## src/hdl/bct_pkg.sv

```systemverilog
// Constants, register map and carrier types of the bridge current trip,
// load check and error signalling control block.
// Assumes a single 100 MHz core clock and a 32-bit AHB-Lite register bus.
`default_nettype none

package bct_pkg;

	// Core clock rate and the fixed timing figures.
	localparam int CLK_FREQ_MHZ   = 100;
	localparam int CYC_PER_US_DEF = CLK_FREQ_MHZ;
	localparam int REGULATION_OFF_TIME_PIN_US    = 30;
	localparam int REGULATION_OFF_TIME_BASE_US   = 20;
	localparam int REGULATION_OFF_TIME_STEP_US   = 10;
	localparam int BLANK_NS       = 1000;
	localparam int BLANK_CYC      = (BLANK_NS * CLK_FREQ_MHZ + 999) / 1000;
	localparam int CNT_W          = 16;
	localparam int BLK_W          = 8;

	// Register byte offsets.
	localparam logic [7:0] OFS_CONFIG  = 8'h00;
	localparam logic [7:0] OFS_COMMAND = 8'h04;
	localparam logic [7:0] OFS_SUMMARY = 8'h08;
	localparam logic [7:0] OFS_ACTIVE  = 8'h0C;
	localparam logic [7:0] OFS_STANDBY = 8'h10;
	localparam logic [7:0] OFS_STATE   = 8'h14;

	// Configuration register fields.
	localparam int CFG_TRIP_LSB = 0;
	localparam int CFG_LOAD_LSB = 3;
	localparam int CFG_REGULATION_OFF_TIME_LSB = 5;
	localparam int CFG_LOCK_BIT = 7;
	localparam int CFG_W        = 8;
	localparam logic [CFG_W-1:0] CFG_RESET = 8'h00;

	// Command register: writing one here clears the logged errors.
	localparam int CMD_CLEAR_BIT = 0;

	// Active-state status bits.
	localparam int ACT_TRIP_BIT = 0;
	localparam int ACT_OCP_BIT  = 1;
	localparam int ACT_OLA_BIT  = 2;
	localparam int ACT_TSD_BIT  = 3;

	// Standby-state status bits.
	localparam int SBY_CMP_BIT  = 0;
	localparam int SBY_TSD_BIT  = 1;
	localparam int SBY_ERR_BIT  = 2;

	// Trip level codes as the three-bit field holds them.
	localparam logic [2:0] TRIP_OFF   = 3'h0;
	localparam logic [2:0] TRIP_L1    = 3'h1;
	localparam logic [2:0] TRIP_L3    = 3'h4;
	localparam logic [2:0] TRIP_L4    = 3'h5;
	localparam logic [2:0] TRIP_L5    = 3'h6;
	localparam logic [2:0] TRIP_L6    = 3'h7;

	// Strap levels of the six-level pins, numbered one to six.
	localparam logic [2:0] LVL1 = 3'h1;
	localparam logic [2:0] LVL2 = 3'h2;
	localparam logic [2:0] LVL3 = 3'h3;
	localparam logic [2:0] LVL4 = 3'h4;
	localparam logic [2:0] LVL5 = 3'h5;
	localparam logic [2:0] LVL6 = 3'h6;

	// Analog comparator inputs that pass through synchronisers.
	localparam int ANA_N    = 6;
	localparam int ANA_TRIP = 0;
	localparam int ANA_SLEW = 1;
	localparam int ANA_OCP  = 2;
	localparam int ANA_TSD  = 3;
	localparam int ANA_OLA  = 4;
	localparam int ANA_PCMP = 5;

	// Decoded load check setting.
	typedef struct packed {
		logic high_side;
		logic passive_en;
		logic latch;
	} bct_load_cfg_t;

	// Commanded bridge state.
	typedef struct packed {
		logic on;
		logic out1;
		logic out2;
	} bct_bridge_t;

	typedef enum logic {
		ST_DRIVE,
		ST_OFF
	} bct_state_t;

endpackage : bct_pkg

`default_nettype wire
```

## src/hdl/bct_ctrl.sv

```systemverilog
// Bridge control: fixed off-time current trip regulation, trip level and
// load check decoding, error logging and the open-drain error pin.
// Assumes synchronous control pins, asynchronous analog comparator outputs
// and an AHB-Lite master that issues single word transfers only.
//
// Local design decisions: the register addresses and the AHB-Lite slave port.
`default_nettype none

// Behaviour
// - Any input change during off-time ends it; outputs follow inputs.
// - Trip comparator is ignored while the outputs are slewing.
// - Extra blanking after leaving low-side recirculation before trip.
// - Trip code 000 disables regulation; straps map to 000,001,100-111.
// - Strapped trip level pin acts immediately, never latched.
// - Register trip level write acts on regulation immediately.
// - Trip reached sets trip flag, no pin; cleared by clear command.
// - High-side load suppresses trip regulation in active state.
// - Low-side load masks active open-load detection.
// - Full-bridge strap: L1 off/retry, L5 off/latch, others on/latch.
// - Independent strap table sets load side, reaction, passive check.
// - Load check strap sampled once at initialisation, then frozen.
// - Register full-bridge load field: 00 passive off, else passive on.
// - Register independent field: bit1 high-side, bit0 passive check.
// - Load check field writes accepted only while awake and act immediately.
// - Any fault pulls the open-drain error pin low, else released.
// - Entering sleep releases the error pin regardless of faults.
// - Register variant pin is inverse summary, except passive override.
// - Every error pin assertion logs its cause in the status registers.
// - Logged bits clear only by clear command or sleep request.
// - One word read of the state's status register gives all faults.
// - Full-bridge trip drives both outputs high for one off-time.
// - Off-time is 30 us strapped, 20 to 50 us by register field.
// - Trip still present at off-time end extends by another off-time.
// - Independent trip forces high outputs low for one off-time.
module bct_ctrl #(
	parameter int CYC_PER_US = bct_pkg::CYC_PER_US_DEF
) (
	input  wire logic        i_core_clk,
	input  wire logic        i_arst_n,
	input  wire logic        i_hsel,
	input  wire logic [31:0] i_haddr,
	input  wire logic [1:0]  i_htrans,
	input  wire logic        i_hwrite,
	input  wire logic [2:0]  i_hsize,
	input  wire logic [31:0] i_hwdata,
	input  wire logic        i_hready,
	output logic             o_hreadyout,
	output logic             o_hresp,
	output logic [31:0]      o_hrdata,
	input  wire logic        i_reg_variant,
	input  wire logic        i_indep_mode,
	input  wire logic        i_in1,
	input  wire logic        i_in2,
	input  wire logic        i_driver_disable_pin,
	input  wire logic        i_low_power_request_n,
	input  wire logic [2:0]  i_trip_level_pin,
	input  wire logic [2:0]  i_load_check_select,
	input  wire logic        i_trip_cmp,
	input  wire logic        i_slewing,
	input  wire logic        i_ocp_det,
	input  wire logic        i_tsd_det,
	input  wire logic        i_ola_det,
	input  wire logic        i_passive_check_comparator,
	input  wire logic        i_error_pin_low_in,
	output logic             o_out1_high,
	output logic             o_out2_high,
	output logic             o_bridge_on,
	output logic [2:0]       o_trip_reference_code,
	output logic             o_passive_check_en,
	output logic             o_active_detect_en,
	output logic             o_retry_reaction,
	output logic             o_off_time_active,
	output logic             o_error_pin_low_out,
	output logic             o_error_pin_low_oe_n
);

	// Strap level to trip code; unused levels read as regulation off.
	function automatic logic [2:0] lvl_to_trip(input logic [2:0] lvl);
		logic [2:0] code;
		code = bct_pkg::TRIP_OFF;
		unique case (lvl)
			bct_pkg::LVL2: code = bct_pkg::TRIP_L1;
			bct_pkg::LVL3: code = bct_pkg::TRIP_L3;
			bct_pkg::LVL4: code = bct_pkg::TRIP_L4;
			bct_pkg::LVL5: code = bct_pkg::TRIP_L5;
			bct_pkg::LVL6: code = bct_pkg::TRIP_L6;
			default:       code = bct_pkg::TRIP_OFF;
		endcase
		return code;
	endfunction : lvl_to_trip

	// Strapped load check decode for both bridge modes.
	function automatic bct_pkg::bct_load_cfg_t strap_load(
		input logic [2:0] lvl, input logic indep);
		bct_pkg::bct_load_cfg_t c;
		c.high_side  = indep && (lvl == bct_pkg::LVL3 || lvl == bct_pkg::LVL4);
		c.passive_en = !(lvl == bct_pkg::LVL1 || lvl == bct_pkg::LVL5);
		c.latch      = indep ? !(lvl == bct_pkg::LVL1 ||
			lvl == bct_pkg::LVL4 || lvl == bct_pkg::LVL6) :
			(lvl != bct_pkg::LVL1);
		return c;
	endfunction : strap_load

	logic [bct_pkg::ANA_N-1:0] ana_raw;
	logic [bct_pkg::ANA_N-1:0] sync1_q;
	logic [bct_pkg::ANA_N-1:0] sync2_q;
	logic [bct_pkg::CFG_W-1:0] cfg_q;
	logic [2:0]                load_pin_q;
	logic                      init_q;
	bct_pkg::bct_state_t       st_q;
	bct_pkg::bct_state_t       st_d;
	logic [bct_pkg::CNT_W-1:0] cnt_q;
	logic [bct_pkg::CNT_W-1:0] cnt_d;
	logic [bct_pkg::BLK_W-1:0] blank_q;
	logic                      lsr_q;
	logic [2:0]                snap_q;
	logic                      trip_flag_q;
	logic                      ocp_log_q;
	logic                      tsd_log_q;
	logic                      ola_log_q;
	logic                      pin_drive_q;
	logic                      wr_q;
	logic [7:0]                addr_q;
	logic [31:0]               rdata_q;
	bct_pkg::bct_bridge_t      out_q;
	logic [2:0]                trip_ref_q;

	// Comparator inputs gathered for the synchroniser bank.
	assign ana_raw[bct_pkg::ANA_TRIP] = i_trip_cmp;
	assign ana_raw[bct_pkg::ANA_SLEW] = i_slewing;
	assign ana_raw[bct_pkg::ANA_OCP]  = i_ocp_det;
	assign ana_raw[bct_pkg::ANA_TSD]  = i_tsd_det;
	assign ana_raw[bct_pkg::ANA_OLA]  = i_ola_det;
	assign ana_raw[bct_pkg::ANA_PCMP] = i_passive_check_comparator;

	// Two-stage synchronisers
	// Only the second stage is read, so a metastable first stage never leaks.
	for (genvar g = 0; g < bct_pkg::ANA_N; g++) begin : g_sync
		always_ff @(posedge i_core_clk or negedge i_arst_n) begin
			if (!i_arst_n) begin
				sync1_q[g] <= 1'b0;
				sync2_q[g] <= 1'b0;
			end else begin
				sync1_q[g] <= ana_raw[g];
				sync2_q[g] <= sync1_q[g];
			end
		end
	end

	wire trip_s = sync2_q[bct_pkg::ANA_TRIP];
	wire slew_s = sync2_q[bct_pkg::ANA_SLEW];
	wire ocp_s  = sync2_q[bct_pkg::ANA_OCP];
	wire tsd_s  = sync2_q[bct_pkg::ANA_TSD];
	wire ola_s  = sync2_q[bct_pkg::ANA_OLA];
	wire pcmp_s = sync2_q[bct_pkg::ANA_PCMP];

	// Power states taken from the sleep and disable pins.
	wire awake        = i_low_power_request_n;
	wire active_state = awake && !i_driver_disable_pin && !init_q;
	wire standby      = awake && i_driver_disable_pin && !init_q;

	// Bus decode; the slave never stalls and always answers OKAY.
	wire        acc     = i_hsel && i_hready && i_htrans[1];
	wire [7:0]  acc_ofs = i_haddr[7:0];
	wire        hi_zero = (i_haddr[31:8] == 24'h000000);
	wire        wr_cfg  = wr_q && addr_q == bct_pkg::OFS_CONFIG && awake;
	wire        wr_cmd  = wr_q && addr_q == bct_pkg::OFS_COMMAND;
	wire        clr_cmd = wr_cmd && i_hwdata[bct_pkg::CMD_CLEAR_BIT];

	// Register fields.
	wire [2:0] cfg_trip = cfg_q[bct_pkg::CFG_TRIP_LSB +: 3];
	wire [1:0] cfg_load = cfg_q[bct_pkg::CFG_LOAD_LSB +: 2];
	wire [1:0] cfg_regulation_off_time = cfg_q[bct_pkg::CFG_REGULATION_OFF_TIME_LSB +: 2];
	wire       cfg_lock = cfg_q[bct_pkg::CFG_LOCK_BIT];

	// Trip code select
	// The strap is read live; the register takes effect the cycle after.
	wire [2:0] trip_code = i_reg_variant ? cfg_trip :
		lvl_to_trip(i_trip_level_pin);

	// Load check decode
	// The register decode fixes latch reaction since no field selects it.
	bct_pkg::bct_load_cfg_t reg_load;
	bct_pkg::bct_load_cfg_t ld;
	assign reg_load.high_side  = i_indep_mode && cfg_load[1];
	assign reg_load.passive_en = i_indep_mode ? cfg_load[0] : (|cfg_load);
	assign reg_load.latch      = 1'b1;
	assign ld = i_reg_variant ? reg_load : strap_load(load_pin_q, i_indep_mode);

	wire reg_en   = (trip_code != bct_pkg::TRIP_OFF) && !ld.high_side;
	// Open-load mask for low-side loads in independent mode.
	wire ola_mask = i_indep_mode && !ld.high_side;

	// Commanded bridge from the user pins.
	bct_pkg::bct_bridge_t cmd;
	assign cmd.on   = awake && !i_driver_disable_pin && !init_q;
	assign cmd.out1 = i_indep_mode ? i_in1 : (i_in1 && i_in2);
	assign cmd.out2 = i_indep_mode ? i_in2 : (i_in1 && !i_in2);
	wire lsr_now   = cmd.on && !cmd.out1 && !cmd.out2;
	wire hs_on     = cmd.on && (cmd.out1 || cmd.out2);
	wire leave_lsr = lsr_q && !lsr_now;
	wire blank_ok  = (blank_q == '0) && !leave_lsr;

	wire trip_valid = trip_s && !slew_s && blank_ok && hs_on && reg_en &&
		active_state;

	// Off-time length
	// Field steps are 20, 30, 40 and 50 us.
	wire [bct_pkg::CNT_W-1:0] regulation_off_time_len = i_reg_variant ?
		bct_pkg::CNT_W'((bct_pkg::REGULATION_OFF_TIME_BASE_US +
		bct_pkg::REGULATION_OFF_TIME_STEP_US * int'(cfg_regulation_off_time)) * CYC_PER_US) :
		bct_pkg::CNT_W'(bct_pkg::REGULATION_OFF_TIME_PIN_US * CYC_PER_US);

	wire [2:0] inputs_now = {i_driver_disable_pin, i_in1, i_in2};
	wire       inputs_chg = (snap_q != inputs_now);
	wire       off_end    = (cnt_q == bct_pkg::CNT_W'(1));

	// Off-time sequencer; inputs always win over the internal timer.
	always_comb begin
		st_d  = st_q;
		cnt_d = cnt_q;
		unique case (st_q)
			bct_pkg::ST_DRIVE: begin
				if (trip_valid) begin
					st_d  = bct_pkg::ST_OFF;
					cnt_d = regulation_off_time_len;
				end
			end
			bct_pkg::ST_OFF: begin
				if (inputs_chg || !cmd.on || !reg_en) begin
					st_d  = bct_pkg::ST_DRIVE;
					cnt_d = '0;
				end else if (off_end && trip_s) begin
					cnt_d = regulation_off_time_len;
				end else if (off_end) begin
					st_d  = bct_pkg::ST_DRIVE;
					cnt_d = '0;
				end else begin
					cnt_d = cnt_q - bct_pkg::CNT_W'(1);
				end
			end
		endcase
	end

	// Output override during off-time
	// Full bridge recirculates high; independent drops high outputs low.
	bct_pkg::bct_bridge_t drv;
	wire in_off = (st_q == bct_pkg::ST_OFF);
	assign drv.on   = cmd.on;
	assign drv.out1 = in_off ? !i_indep_mode : cmd.out1;
	assign drv.out2 = in_off ? !i_indep_mode : cmd.out2;

	// Regulation state, blanking and bridge output flops.
	always_ff @(posedge i_core_clk or negedge i_arst_n) begin
		if (!i_arst_n) begin
			st_q    <= bct_pkg::ST_DRIVE;
			cnt_q   <= '0;
			snap_q  <= '0;
			lsr_q   <= 1'b0;
			blank_q <= '0;
			out_q   <= '0;
		end else begin
			st_q   <= st_d;
			cnt_q  <= cnt_d;
			lsr_q  <= lsr_now;
			out_q  <= drv;
			if (st_q == bct_pkg::ST_DRIVE)
				snap_q <= inputs_now;
			if (leave_lsr)
				blank_q <= bct_pkg::BLK_W'(bct_pkg::BLANK_CYC);
			else if (blank_q != '0)
				blank_q <= blank_q - bct_pkg::BLK_W'(1);
		end
	end

	// Load check strap capture
	// Caught once after reset or wake; later pin changes are ignored.
	always_ff @(posedge i_core_clk or negedge i_arst_n) begin
		if (!i_arst_n) begin
			init_q     <= 1'b1;
			load_pin_q <= '0;
		end else if (!awake) begin
			init_q <= 1'b1;
		end else if (init_q) begin
			init_q     <= 1'b0;
			load_pin_q <= i_load_check_select;
		end
	end

	// Error logging
	// Sleep or the clear command empties the logs, but a new event wins.
	wire clr_any = clr_cmd || !awake;
	wire ev_ocp  = ocp_s && active_state;
	wire ev_tsd  = tsd_s && awake;
	wire ev_ola  = ola_s && active_state && !ola_mask;
	// Trip flag only exists in the register variant.
	wire ev_trip = trip_valid && i_reg_variant;
	always_ff @(posedge i_core_clk or negedge i_arst_n) begin
		if (!i_arst_n) begin
			trip_flag_q <= 1'b0;
			ocp_log_q   <= 1'b0;
			tsd_log_q   <= 1'b0;
			ola_log_q   <= 1'b0;
		end else begin
			trip_flag_q <= ev_trip || (trip_flag_q && !clr_any);
			ocp_log_q   <= ev_ocp || (ocp_log_q && !clr_any);
			tsd_log_q   <= ev_tsd || (tsd_log_q && !clr_any);
			ola_log_q   <= ev_ola || (ola_log_q && !clr_any);
		end
	end

	// Summary excludes the trip flag, which never reaches the pin.
	wire summary    = ocp_log_q || tsd_log_q || ola_log_q;
	wire live_fault = ev_ocp || ev_tsd || ev_ola;

	// Error pin drive
	// The passive comparator owns the pin when the override applies.
	wire pcmp_on_pin = ld.passive_en && standby &&
		(!i_reg_variant || cfg_lock);
	wire pin_d = !awake ? 1'b0 :
		pcmp_on_pin ? !pcmp_s :
		(i_reg_variant || ld.latch) ? summary : live_fault;

	always_ff @(posedge i_core_clk or negedge i_arst_n) begin
		if (!i_arst_n) begin
			pin_drive_q <= 1'b0;
			trip_ref_q  <= '0;
		end else begin
			pin_drive_q <= pin_d;
			trip_ref_q  <= reg_en ? trip_code : bct_pkg::TRIP_OFF;
		end
	end

	// Status words
	// Each fault has its own bit, so one read tells all.
	wire [31:0] act_word = 32'(
		{tsd_log_q, ola_log_q, ocp_log_q, trip_flag_q});
	wire [31:0] sby_word = 32'({summary, tsd_log_q, pcmp_s});
	wire [31:0] st_word  = 32'({i_error_pin_low_in, init_q, ld.latch,
		ld.passive_en, ld.high_side, in_off, trip_code});

	// Read mux, registered in the address phase; unmapped reads zero.
	wire [31:0] rd_mux =
		!hi_zero ? 32'h00000000 :
		acc_ofs == bct_pkg::OFS_CONFIG  ? 32'(cfg_q) :
		acc_ofs == bct_pkg::OFS_SUMMARY ? 32'(summary) :
		acc_ofs == bct_pkg::OFS_ACTIVE  ? act_word :
		acc_ofs == bct_pkg::OFS_STANDBY ? sby_word :
		acc_ofs == bct_pkg::OFS_STATE   ? st_word : 32'h00000000;

	// Bus phase tracking and configuration write.
	always_ff @(posedge i_core_clk or negedge i_arst_n) begin
		if (!i_arst_n) begin
			wr_q    <= 1'b0;
			addr_q  <= '0;
			rdata_q <= '0;
			cfg_q   <= bct_pkg::CFG_RESET;
		end else begin
			wr_q   <= acc && i_hwrite && hi_zero;
			addr_q <= acc_ofs;
			if (acc && !i_hwrite)
				rdata_q <= rd_mux;
			if (wr_cfg)
				cfg_q <= i_hwdata[bct_pkg::CFG_W-1:0];
		end
	end

	// Output assignments.
	assign o_hreadyout           = 1'b1;
	assign o_hresp               = 1'b0;
	assign o_hrdata              = rdata_q;
	assign o_out1_high           = out_q.out1;
	assign o_out2_high           = out_q.out2;
	assign o_bridge_on           = out_q.on;
	assign o_trip_reference_code = trip_ref_q;
	assign o_passive_check_en    = ld.passive_en;
	assign o_active_detect_en    = !ola_mask;
	assign o_retry_reaction      = !ld.latch;
	assign o_off_time_active     = in_off;
	assign o_error_pin_low_out   = 1'b0;
	assign o_error_pin_low_oe_n  = !pin_drive_q;
endmodule : bct_ctrl

`default_nettype wire

```

## config.mk

```make
export PLATFORM = sky130hd
export DESIGN_NAME = bct_ctrl
export DESIGN_NICKNAME = d
export VERILOG_FILES = /design/src/hdl/bct_pkg.sv /design/src/hdl/bct_ctrl.sv
export SDC_FILE = /design/constraint.sdc
export NUM_CORES = 1
export LEC_CHECK = 0
export BUFFER_PORTS_ARGS = -buffer_cell sky130_fd_sc_hd__buf_2
export CAP_MARGIN = 25
export CORE_MARGIN = 3
export CORE_UTILIZATION = 40
export CTS_CLUSTER_SIZE = 12
export DETAILED_ROUTE_END_ITERATION = 7
export PLACE_DENSITY_LB_ADDON = 0.15
export SYNTH_ARGS = -nofsm -noshare
export SYNTH_HDL_FRONTEND = slang
export SYNTH_SLANG_ARGS = --single-unit
```

## constraint.sdc

```tcl
create_clock -name i_core_clk -period 3.3 [get_ports i_core_clk]
set_clock_uncertainty 0.15 [all_clocks]
set_input_delay 0.66 -clock i_core_clk [delete_from_list [all_inputs] [get_ports i_core_clk]]
set_output_delay 0.66 -clock i_core_clk [all_outputs]
set_load 0.01 [all_outputs]
```

# Yosys cells after proc, flatten, opt, wreduce, memory -nomap -nowiden

Index checks and enable logic that the tools add are counted.

Multiplexer cells: 33
Eq/ne operators: 19
Add/sub/neg operators: 3
Reductions and logical operators: 90
Bitwise operators: 1
Multiply operators: 2

Operators with widths:

| operator                                                              | number |
|---|---|
| 16-bit 2-to-1 mux                                                     | 4 |
| 9-bit 2-to-1 mux                                                      | 6 |
| 1-bit logical AND                                                     | 41 |
| 16-bit case mux with 2 select lines                                   | 1 |
| 24-bit logical NOT                                                    | 1 |
| 8-bit logical NOT                                                     | 3 |
| 1-bit logical NOT                                                     | 22 |
| 3-bit == test (second input constant)                                 | 6 |
| 1-bit logical OR                                                      | 18 |
| 16-bit by 1-bit == test with 1-bit output (second input constant)     | 1 |
| 8-bit by 4-bit == test with 1-bit output (second input constant)      | 2 |
| 8-bit by 5-bit == test with 1-bit output (second input constant)      | 2 |
| 8-bit 2-to-1 mux                                                      | 2 |
| 16-bit by 1-bit subtractor with 16-bit output (second input constant) | 1 |
| 3-bit case mux with 5 select lines                                    | 1 |
| 1-bit 2-to-1 mux                                                      | 14 |
| 14-bit 2-to-1 mux                                                     | 1 |
| 7-bit by 5-bit multiplier with 12-bit output (second input constant)  | 1 |
| 3-bit by 2-bit == test with 1-bit output (second input constant)      | 3 |
| 3-bit 2-to-1 mux                                                      | 3 |
| 8-bit by 3-bit == test with 1-bit output (second input constant)      | 1 |
| 8-bit nonzero test                                                    | 1 |
| 8-bit by 1-bit subtractor with 8-bit output (second input constant)   | 1 |
| 5-bit by 6-bit adder with 7-bit output (first input constant)         | 1 |
| 11 further kinds                                                      | 11 |

Word-level logic and storage cells: 180
Bits in registers: 105
Input bits: 93
Output and inout port bits: 46

# Longest topological paths before layout

Gate-level depths: netlist (run 1).

Depth after elaboration: 15
Depth in mapped cells: 12
Gate-level depth less buffers: 12

# Worst setup path after synthesis (run 1)

Ideal clock, no wire load.

Path kind: register to register
Start point: reg cfg_q[5] (netlist bit)
End point: reg cnt_q[13] (netlist bit)
Setup time: 0.121 ns
Clock period less this slack: 2.467 ns
Path buffers: 0
Slack: 0.833 ns
Stages on the path, launching flop included: 13
Required time: 3.029 ns
Arrival: 2.195 ns
Path through: dfrtp_1 inv_1 ha_1 or2_2 ha_1 inv_1 fa_1 nor2b_1 o311ai_0 nand2_1 nand4_1 a21boi_0 o22a_1

Word-level cells in the longest chain between the ends: 7
Elaborated cells between the ends (all ways): 8
Those cells by class: add/sub: 1; mul: 2; mux: 5

RTL lines:

| item                                             | line            | RTL |
|---|---|---|
| start, declared                                  | bct_ctrl.sv:107 | `logic [bct_pkg::CFG_W-1:0] cfg_q;` |
| start signal, assigned                           | bct_ctrl.sv:357 | `cfg_q <= bct_pkg::CFG_RESET;` |
| start signal, assigned                           | bct_ctrl.sv:364 | `cfg_q <= i_hwdata[bct_pkg::CFG_W-1:0];` |
| 3-bit by 2-bit multiplier with 5-bit output (*)  | bct_ctrl.sv:211 | `bct_pkg::REGULATION_OFF_TIME_STEP_US * int'(cfg_regulation_off_time)) * CYC_PER_US) :` |
| 5-bit by 6-bit adder with 7-bit output (*)       | bct_ctrl.sv:210 | `bct_pkg::CNT_W'((bct_pkg::REGULATION_OFF_TIME_BASE_US +` |
| 7-bit by 5-bit multiplier with 12-bit output (*) | bct_ctrl.sv:211 |  |
| 14-bit 2-to-1 mux (*)                            | bct_ctrl.sv:209 | `wire [bct_pkg::CNT_W-1:0] regulation_off_time_len = i_reg_variant ?` |
| 16-bit 2-to-1 mux                                | bct_ctrl.sv:233 | `end else if (off_end && trip_s) begin` |
| 16-bit 2-to-1 mux                                | bct_ctrl.sv:230 | `if (inputs_chg \|\| !cmd.on \|\| !reg_en) begin` |
| 16-bit case mux with 2 select lines (*)          | bct_ctrl.sv:222 | `unique case (st_q)` |
| end signal, assigned                             | bct_ctrl.sv:264 | `cnt_q <= cnt_d;` |
| end, declared                                    | bct_ctrl.sv:112 | `logic [bct_pkg::CNT_W-1:0] cnt_q;` |

Mark *: on every way between the ends. The rest lies on a longest branch, timed or not. The select of a mux whose other input is x is not followed.
A chain may end at the register's enable or synchronous reset.

# Worst setup path in the final report (run 1)

Start point: reg cfg_q[6] (netlist bit)
End point: reg cnt_q[13] (netlist bit)

The elaborated chain is that of the path after synthesis.

==> results of run 1 <==
final cells by class:
cell class	count	area [um^2]
clock buffers	9	225
clock inverters	7	53.8
fillers	1046	5670
inverters	22	82.6
multi-input cells	347	2310
flip-flops and latches	82	2050
well taps	140	175
repair buffers	93	503
how the worst min path moves through the flow:
stage                     from       end  cells after the start  slack [ns]
floorplan           sync1_q[2]     ocp_s                      0        0.18
global route          i_arst_n  cnt_q[6]                      1        0.15
global placement    sync1_q[3]     tsd_s                      0        0.18
detailed placement  sync1_q[4]     ola_s                      0        0.18
finish                i_arst_n  cnt_q[6]                      1        0.12
CTS                   i_arst_n  cnt_q[6]                      1        0.13
cells in the mapped netlist (4+ instances only):
master	n	area, um^2
o21ai_0	26	130
a21oi_1	23	115
a211oi_1	4	30.0
nor2b_1	5	31.3
inv_1	22	82.6
dfrtp_1	81	2030
xor2_1	9	78.8
mux2i_1	6	60.1
clkbuf_1	8	30.0
nor2_1	28	105
or3_1	8	50.1
xnor2_1	10	87.6
nand3_1	12	60.1
nor3_1	9	45.0
nand2b_1	5	31.3
a31oi_1	11	68.8
nand3b_1	5	37.5
nand2_1	42	158
nor3b_1	5	37.5
a21o_1	4	30.0
mux2_2	13	146
nor4_1	8	50.1
and3_1	4	25.0
ha_1	17	213
buf_4	27	203
worst max-delay path: stages (launching register included):
cell and delay [ns]:
dfrtp_1 0.52, inv_1 0.15, ha_1 0.20, or2_2 0.29
ha_1 0.21, inv_1 0.07, fa_1 0.20, nor2b_1 0.05
o311ai_0 0.26, nand2_1 0.15, nand4_1 0.11, a21boi_0 0.09
o22a_1 0.18
kinds of logic (layout without fill, tap and decap cells):
family | after synthesis | after routing | share of synthesized area
compound gates | 104 | 104 | 0.151
xor+xnor | 19 | 19 | 0.0360
fa+ha+maj | 18 | 18 | 0.0504
buf+inv | 63 | 131 | 0.0753
flops | 82 | 82 | 0.444
mux | 19 | 19 | 0.0447
other cells | 2 | 27 | 0.00163
simple gates | 160 | 160 | 0.197
power by group through the flow:
| stage | Clock (uW) | Combinational [uW] | Sequential [uW] |
|---|---|---|---|
| floorplan | 0 | 229 | 1150 |
| global placement | 0 | 317 | 1160 |
| detailed placement | 0 | 325 | 1170 |
| CTS | 968 | 326 | 1150 |
| global route | 1020 | 364 | 1160 |
| finish | 954 | 321 | 1150 |
sequential cells by signal, indices dropped and copies added, names as in the netlist, 3 cells and up:
| signal | cells |
|---|---|
| addr_q | 8 |
| o_hrdata | 9 |
| o_trip_reference_code | 3 |
| snap_q | 3 |
| cfg_q | 8 |
| load_pin_q | 3 |
| cnt_q | 16 |
| sync1_q | 6 |
| blank_q | 8 |
metal layers:
layer  part of all wire  GRT usage  vias to the layer above
li1                   -          -                     1797
met1               0.45      0.246                     1851
met2               0.50      0.289                       96
met3              0.044     0.0355                       10
met4              0.011     0.0529                        0
met5                  0          0                        -
through the flow:
stage | util | instance area [um^2] | power, uW | hold WS (ns) | worst slack (ns)
6_report | 0.488 | 5410 | 2430 | 0.120 | 0.559
5_1_grt | 0.488 | 5410 | 2550 | 0.153 | 0.267
4_1_cts | 0.488 | 5410 | 2440 | 0.133 | 0.515
3_5_place_dp | 0.463 | 5130 | 1490 | 0.185 | 0.545
3_3_place_gp | 0.463 | 5130 | 1480 | 0.181 | 0.607
2_1_floorplan | - | 4710 | 1380 | 0.181 | 0.833
==> impl_metrics.toml, run 1 <==
[power_and_ir_drop]
power.switching_uw = 684
seq_power_share = 0.474
vdd_drop_max_v = 0.000361
p_int_uw = 1740
cellLeakagePower_uw = 0.00251
p_comb_frac = 0.133
sw_frac_of_total = 0.282
power_density_nw_per_um2 = 449
clkPwrFrac = 0.393

[worst_setup_path]
worst-endpoint-required_ns = 3.38
worstSetupEndpoint = "cnt_q[13]"
setup.worst_path.class = "flop to flop"
crit_start = "cfg_q[6]"
r2r-end = "cnt_q[13]"
startpoint_type = "flop"
cp_max_fo = 9
r2r_slack_ns = 0.56
regToRegStartpoint = "cfg_q[6]"
cp.arrival_ns = 2.82
reg2regPathDepth = 12
crit_path_end_kind = "flop"

[floorplanning]
coreArea_um2 = 11100
ioPinCount = 139
die_area_um2 = 12900
fp-row-count = 38
die_h_um = 113
die_w_um = 113
start_util = 0.417

[cells_and_area]
final_common_cell = "buf_2"
fin_cells = 700
final_cell_mix = "buf_2 (83), dfrtp_1 (81), nand2_1 (42)"
diodes = 0
drive_gt1_frac = 0.248
nets = 666
area_growth_pct = 17.0

[routing]
drtPass1Iterations = 4
drt-wirelength-per-cell_um = 16.0
drt_iter0_drc = 129
ant_nets = 0
vias = 3754
wirelength_um = 11200
route.detailed.drc = 0
viasPerCell = 5.36

[synthesis]
synth-main-ff-cell = "dfrtp_1"
synth_seq_area_share = 0.444
ys.warnings.count = 0
synth_edf_count = 0
syn_area_um2 = 4620
syn_area_per_cell_um2 = 9.89
post_synth_num_cell_types = 77
ys_seq_elements = 82
syn_inst = 467
async_reset_ff_frac = 1.00

[timing]
finalHoldViolations = 0
finalWorstPathRequiredPeriod_ns = 2.74
maxSlewViolCount = 0
rsz0062_at_grt = "no"
finalSetupViolations = 0
max_freq_ghz = 0.365
relSlewSlack = 0.477
tns_ns = 0
worst_slew_pin_slew_ns = 0.778
period_share = 0.831

[clocking]
cts_buffer_depth = 2
htreeDepth = 3
ctsHoldBuffers = 0
cts_tree = "yes"
cts_inserted_buffers = 9
clkTransAtPathRegs_ns = 0.07
root_buffer = "clkbuf_16"
cts_resized = 0
cts_setup_buffers = 0
clock-sinks = 82
clk_latency_ns = 0.34

[min_path]
hold_path.class = "input pin to asynchronous set/reset pin"

[placement]
dp.cells = 684
dp_hpwl_um = 8420
gp_congestion = 0.836
io_buffers = 84

[global_routing]
grt.overflow.total = 0
antenna_found_initial = 0
grt_max_degree = 49
grt_usage = 0.179
grt_pass1_vias = 3594
grt_pass1_wl_um = 18400

[job]
drv_cap = 0

[run_status]
outcome = "complete, no violations"
Power figures use the tool's default switching activity.
==> run 2: changes to the inputs <==
==> constraint.sdc (replaced) <==
create_clock -name i_core_clk -period 2.6 [get_ports i_core_clk]
set_clock_uncertainty 0.15 [all_clocks]
set_input_delay 0.52 -clock i_core_clk [delete_from_list [all_inputs] [get_ports i_core_clk]]
set_output_delay 0.52 -clock i_core_clk [all_outputs]
set_load 0.01 [all_outputs]
==> run 2 against run 1 <==
Sequential share of layout area shrank 0.99 points. Setup slack lost 0.41 ns. Highest routed layer unchanged. First-iteration DRC count grew 36%. Final area grew 2.8%. Critical endpoint unchanged.
==> impl_metrics.toml, run 2 (synthesis results as in run 1) <==
[power_and_ir_drop]
power.switching_uw = 845
p_comb_frac = 0.138
power_density_nw_per_um2 = 552
sw_frac_of_total = 0.276
vdd_drop_max_v = 0.000490
clkPwrFrac = 0.385
p_int_uw = 2220
cellLeakagePower_uw = 0.00260
seq_power_share = 0.477

[clocking]
cts_tree = "yes"
clk_latency_ns = 0.34
root_buffer = "clkbuf_16"
cts_inserted_buffers = 9
clock-sinks = 82
ctsHoldBuffers = 0
clkTransAtPathRegs_ns = 0.06
cts_buffer_depth = 2
htreeDepth = 3

[routing]
wirelength_um = 11200
vias = 3816
viasPerCell = 5.31
drt-wirelength-per-cell_um = 15.5
drt_iter0_drc = 175
ant_nets = 0
drtPass1Iterations = 5
route.detailed.drc = 0

[cells_and_area]
drive_gt1_frac = 0.278
final_cell_mix = "buf_2 (83), dfrtp_1 (79), nand2_1 (42)"
top_register = "cnt_q"
final_common_cell = "buf_2"
diodes = 0
area_growth_pct = 20.3
largest_reg_flops = 16
final_area_um2 = 5560
nets = 685

[job]
drv_cap = 0

[global_routing]
grt_pass1_vias = 3640
grt.overflow.total = 0
grt_pass1_wl_um = 17900
grt_max_degree = 45
grt_usage = 0.177
antenna_found_initial = 0

[worst_setup_path]
r2r-end = "cnt_q[13]"
cp.arrival_ns = 2.53
critPathTopFamily = "adder cells"
r2r_slack_ns = 0.15
startpoint_type = "flop"
setup.worst_path.class = "flop to flop"
cpMaxStageDelayCell = "dfrtp_2"
reg2regPathDepth = 12
crit_start = "cfg_q[6]"
cp_max_fo = 6
worstSetupPathDepth = 12
worstSetupEndpoint = "cnt_q[13]"
cpPeakStageDelay_ns = 0.41
regToRegStartpoint = "cfg_q[6]"
crit_chain = "inv_1 > ha_1 > or2_2 > ha_1 > inv_1 > fa_1 > nor2b_1 > o311ai_1 > nand2_1 > nand4_1 > a21boi_0 > o22a_1"
cp_num_buf_inv = 2
crit_path_end_kind = "flop"
worst-endpoint-required_ns = 2.68

[floorplanning]
coreArea_um2 = 11100
fp-row-count = 38
die_h_um = 113
die_area_um2 = 12900
ioPinCount = 139
start_util = 0.417
die_w_um = 113

[run_status]
outcome = "complete, no violations"

[placement]
dp_hpwl_um = 8560
gp_congestion = 0.838
io_buffers = 84
dpl_cell_area_um2 = 5260

[min_path]
hold_path.class = "input pin to asynchronous set/reset pin"

[timing]
maxSlewViolCount = 0
tns_ns = 0
worst_slew_pin_slew_ns = 0.551
relSlewSlack = 0.632
rsz0062_at_grt = "no"
finalWorstPathRequiredPeriod_ns = 2.45
finalSetupViolations = 0
max_freq_ghz = 0.408
finalHoldViolations = 0
period_share = 0.944
run 2: cell count changes in the layout (fill, tap and decap cells not counted), sizes merged:
cell    delta
buf       +19
clkinv     -1
inv        -1
clkbuf     +2
run 2: worst min path at each step:
stage	from	end	cells past startpoint
final	i_arst_n	cnt_q[0]	1
after CTS	i_arst_n	cnt_q[7]	1
after detailed placement	sync1_q[4]	ola_s	0
after floorplan	i_arst_n	addr_q[0]	0
after global placement	sync1_q[2]	ocp_s	0
after global routing	i_arst_n	cnt_q[7]	1
run 2: metrics by stage:
| step | hold WS, ns | total power (uW) | setup slack, ns | utilization | instances |
|---|---|---|---|---|---|
| after floorplan | 0.0744 | 1760 | 0.133 | - | 492 |
| after global placement | 0.181 | 1890 | 0.0642 | 0.475 | 702 |
| after detailed placement | 0.185 | 1900 | -0.0232 | 0.475 | 702 |
| after CTS | 0.0290 | 3090 | 0.00448 | 0.500 | 718 |
| after global routing | 0.0468 | 3230 | 0.0151 | 0.502 | 719 |
| final | 0.0119 | 3070 | 0.146 | 0.502 | 719 |
run 2: timing repair:
action,in CTS,in global routing
setup endpoints to repair,1,6
hold endpoints to repair,0,0
resized for setup,1,7
setup buffers,0,1
run 2: cell type report:
type                       instances  area (um^2)
sequential                        82         2060
clock inverter                     5         40.0
tap                              140          175
clock buffer                      11          233
fill                            1034         5520
timing repair buffer             112          649
inverter                          22         82.6
multi-input combinational        347         2320
run 2: routing by layer:
| layer | wire, um | GRT usage | part of all wire | vias to the layer above |
|---|---|---|---|---|
| li1 | - | - | - | 1832 |
| met1 | 5200 | 0.243 | 0.47 | 1852 |
| met2 | 5220 | 0.268 | 0.47 | 112 |
| met3 | 500 | 0.0408 | 0.045 | 20 |
| met4 | 236 | 0.0761 | 0.021 | 0 |
| met5 | 0 | 0 | 0 | - |
run 2: power groups by stage:
| stage | Sequential, uW | Combinational [uW] | Clock [uW] |
|---|---|---|---|
| 2_1_floorplan | 1460 | 291 | 0 |
| 3_3_place_gp | 1480 | 413 | 0 |
| 3_5_place_dp | 1480 | 423 | 0 |
| 4_1_cts | 1460 | 425 | 1210 |
| 5_1_grt | 1470 | 485 | 1270 |
| 6_report | 1460 | 424 | 1180 |
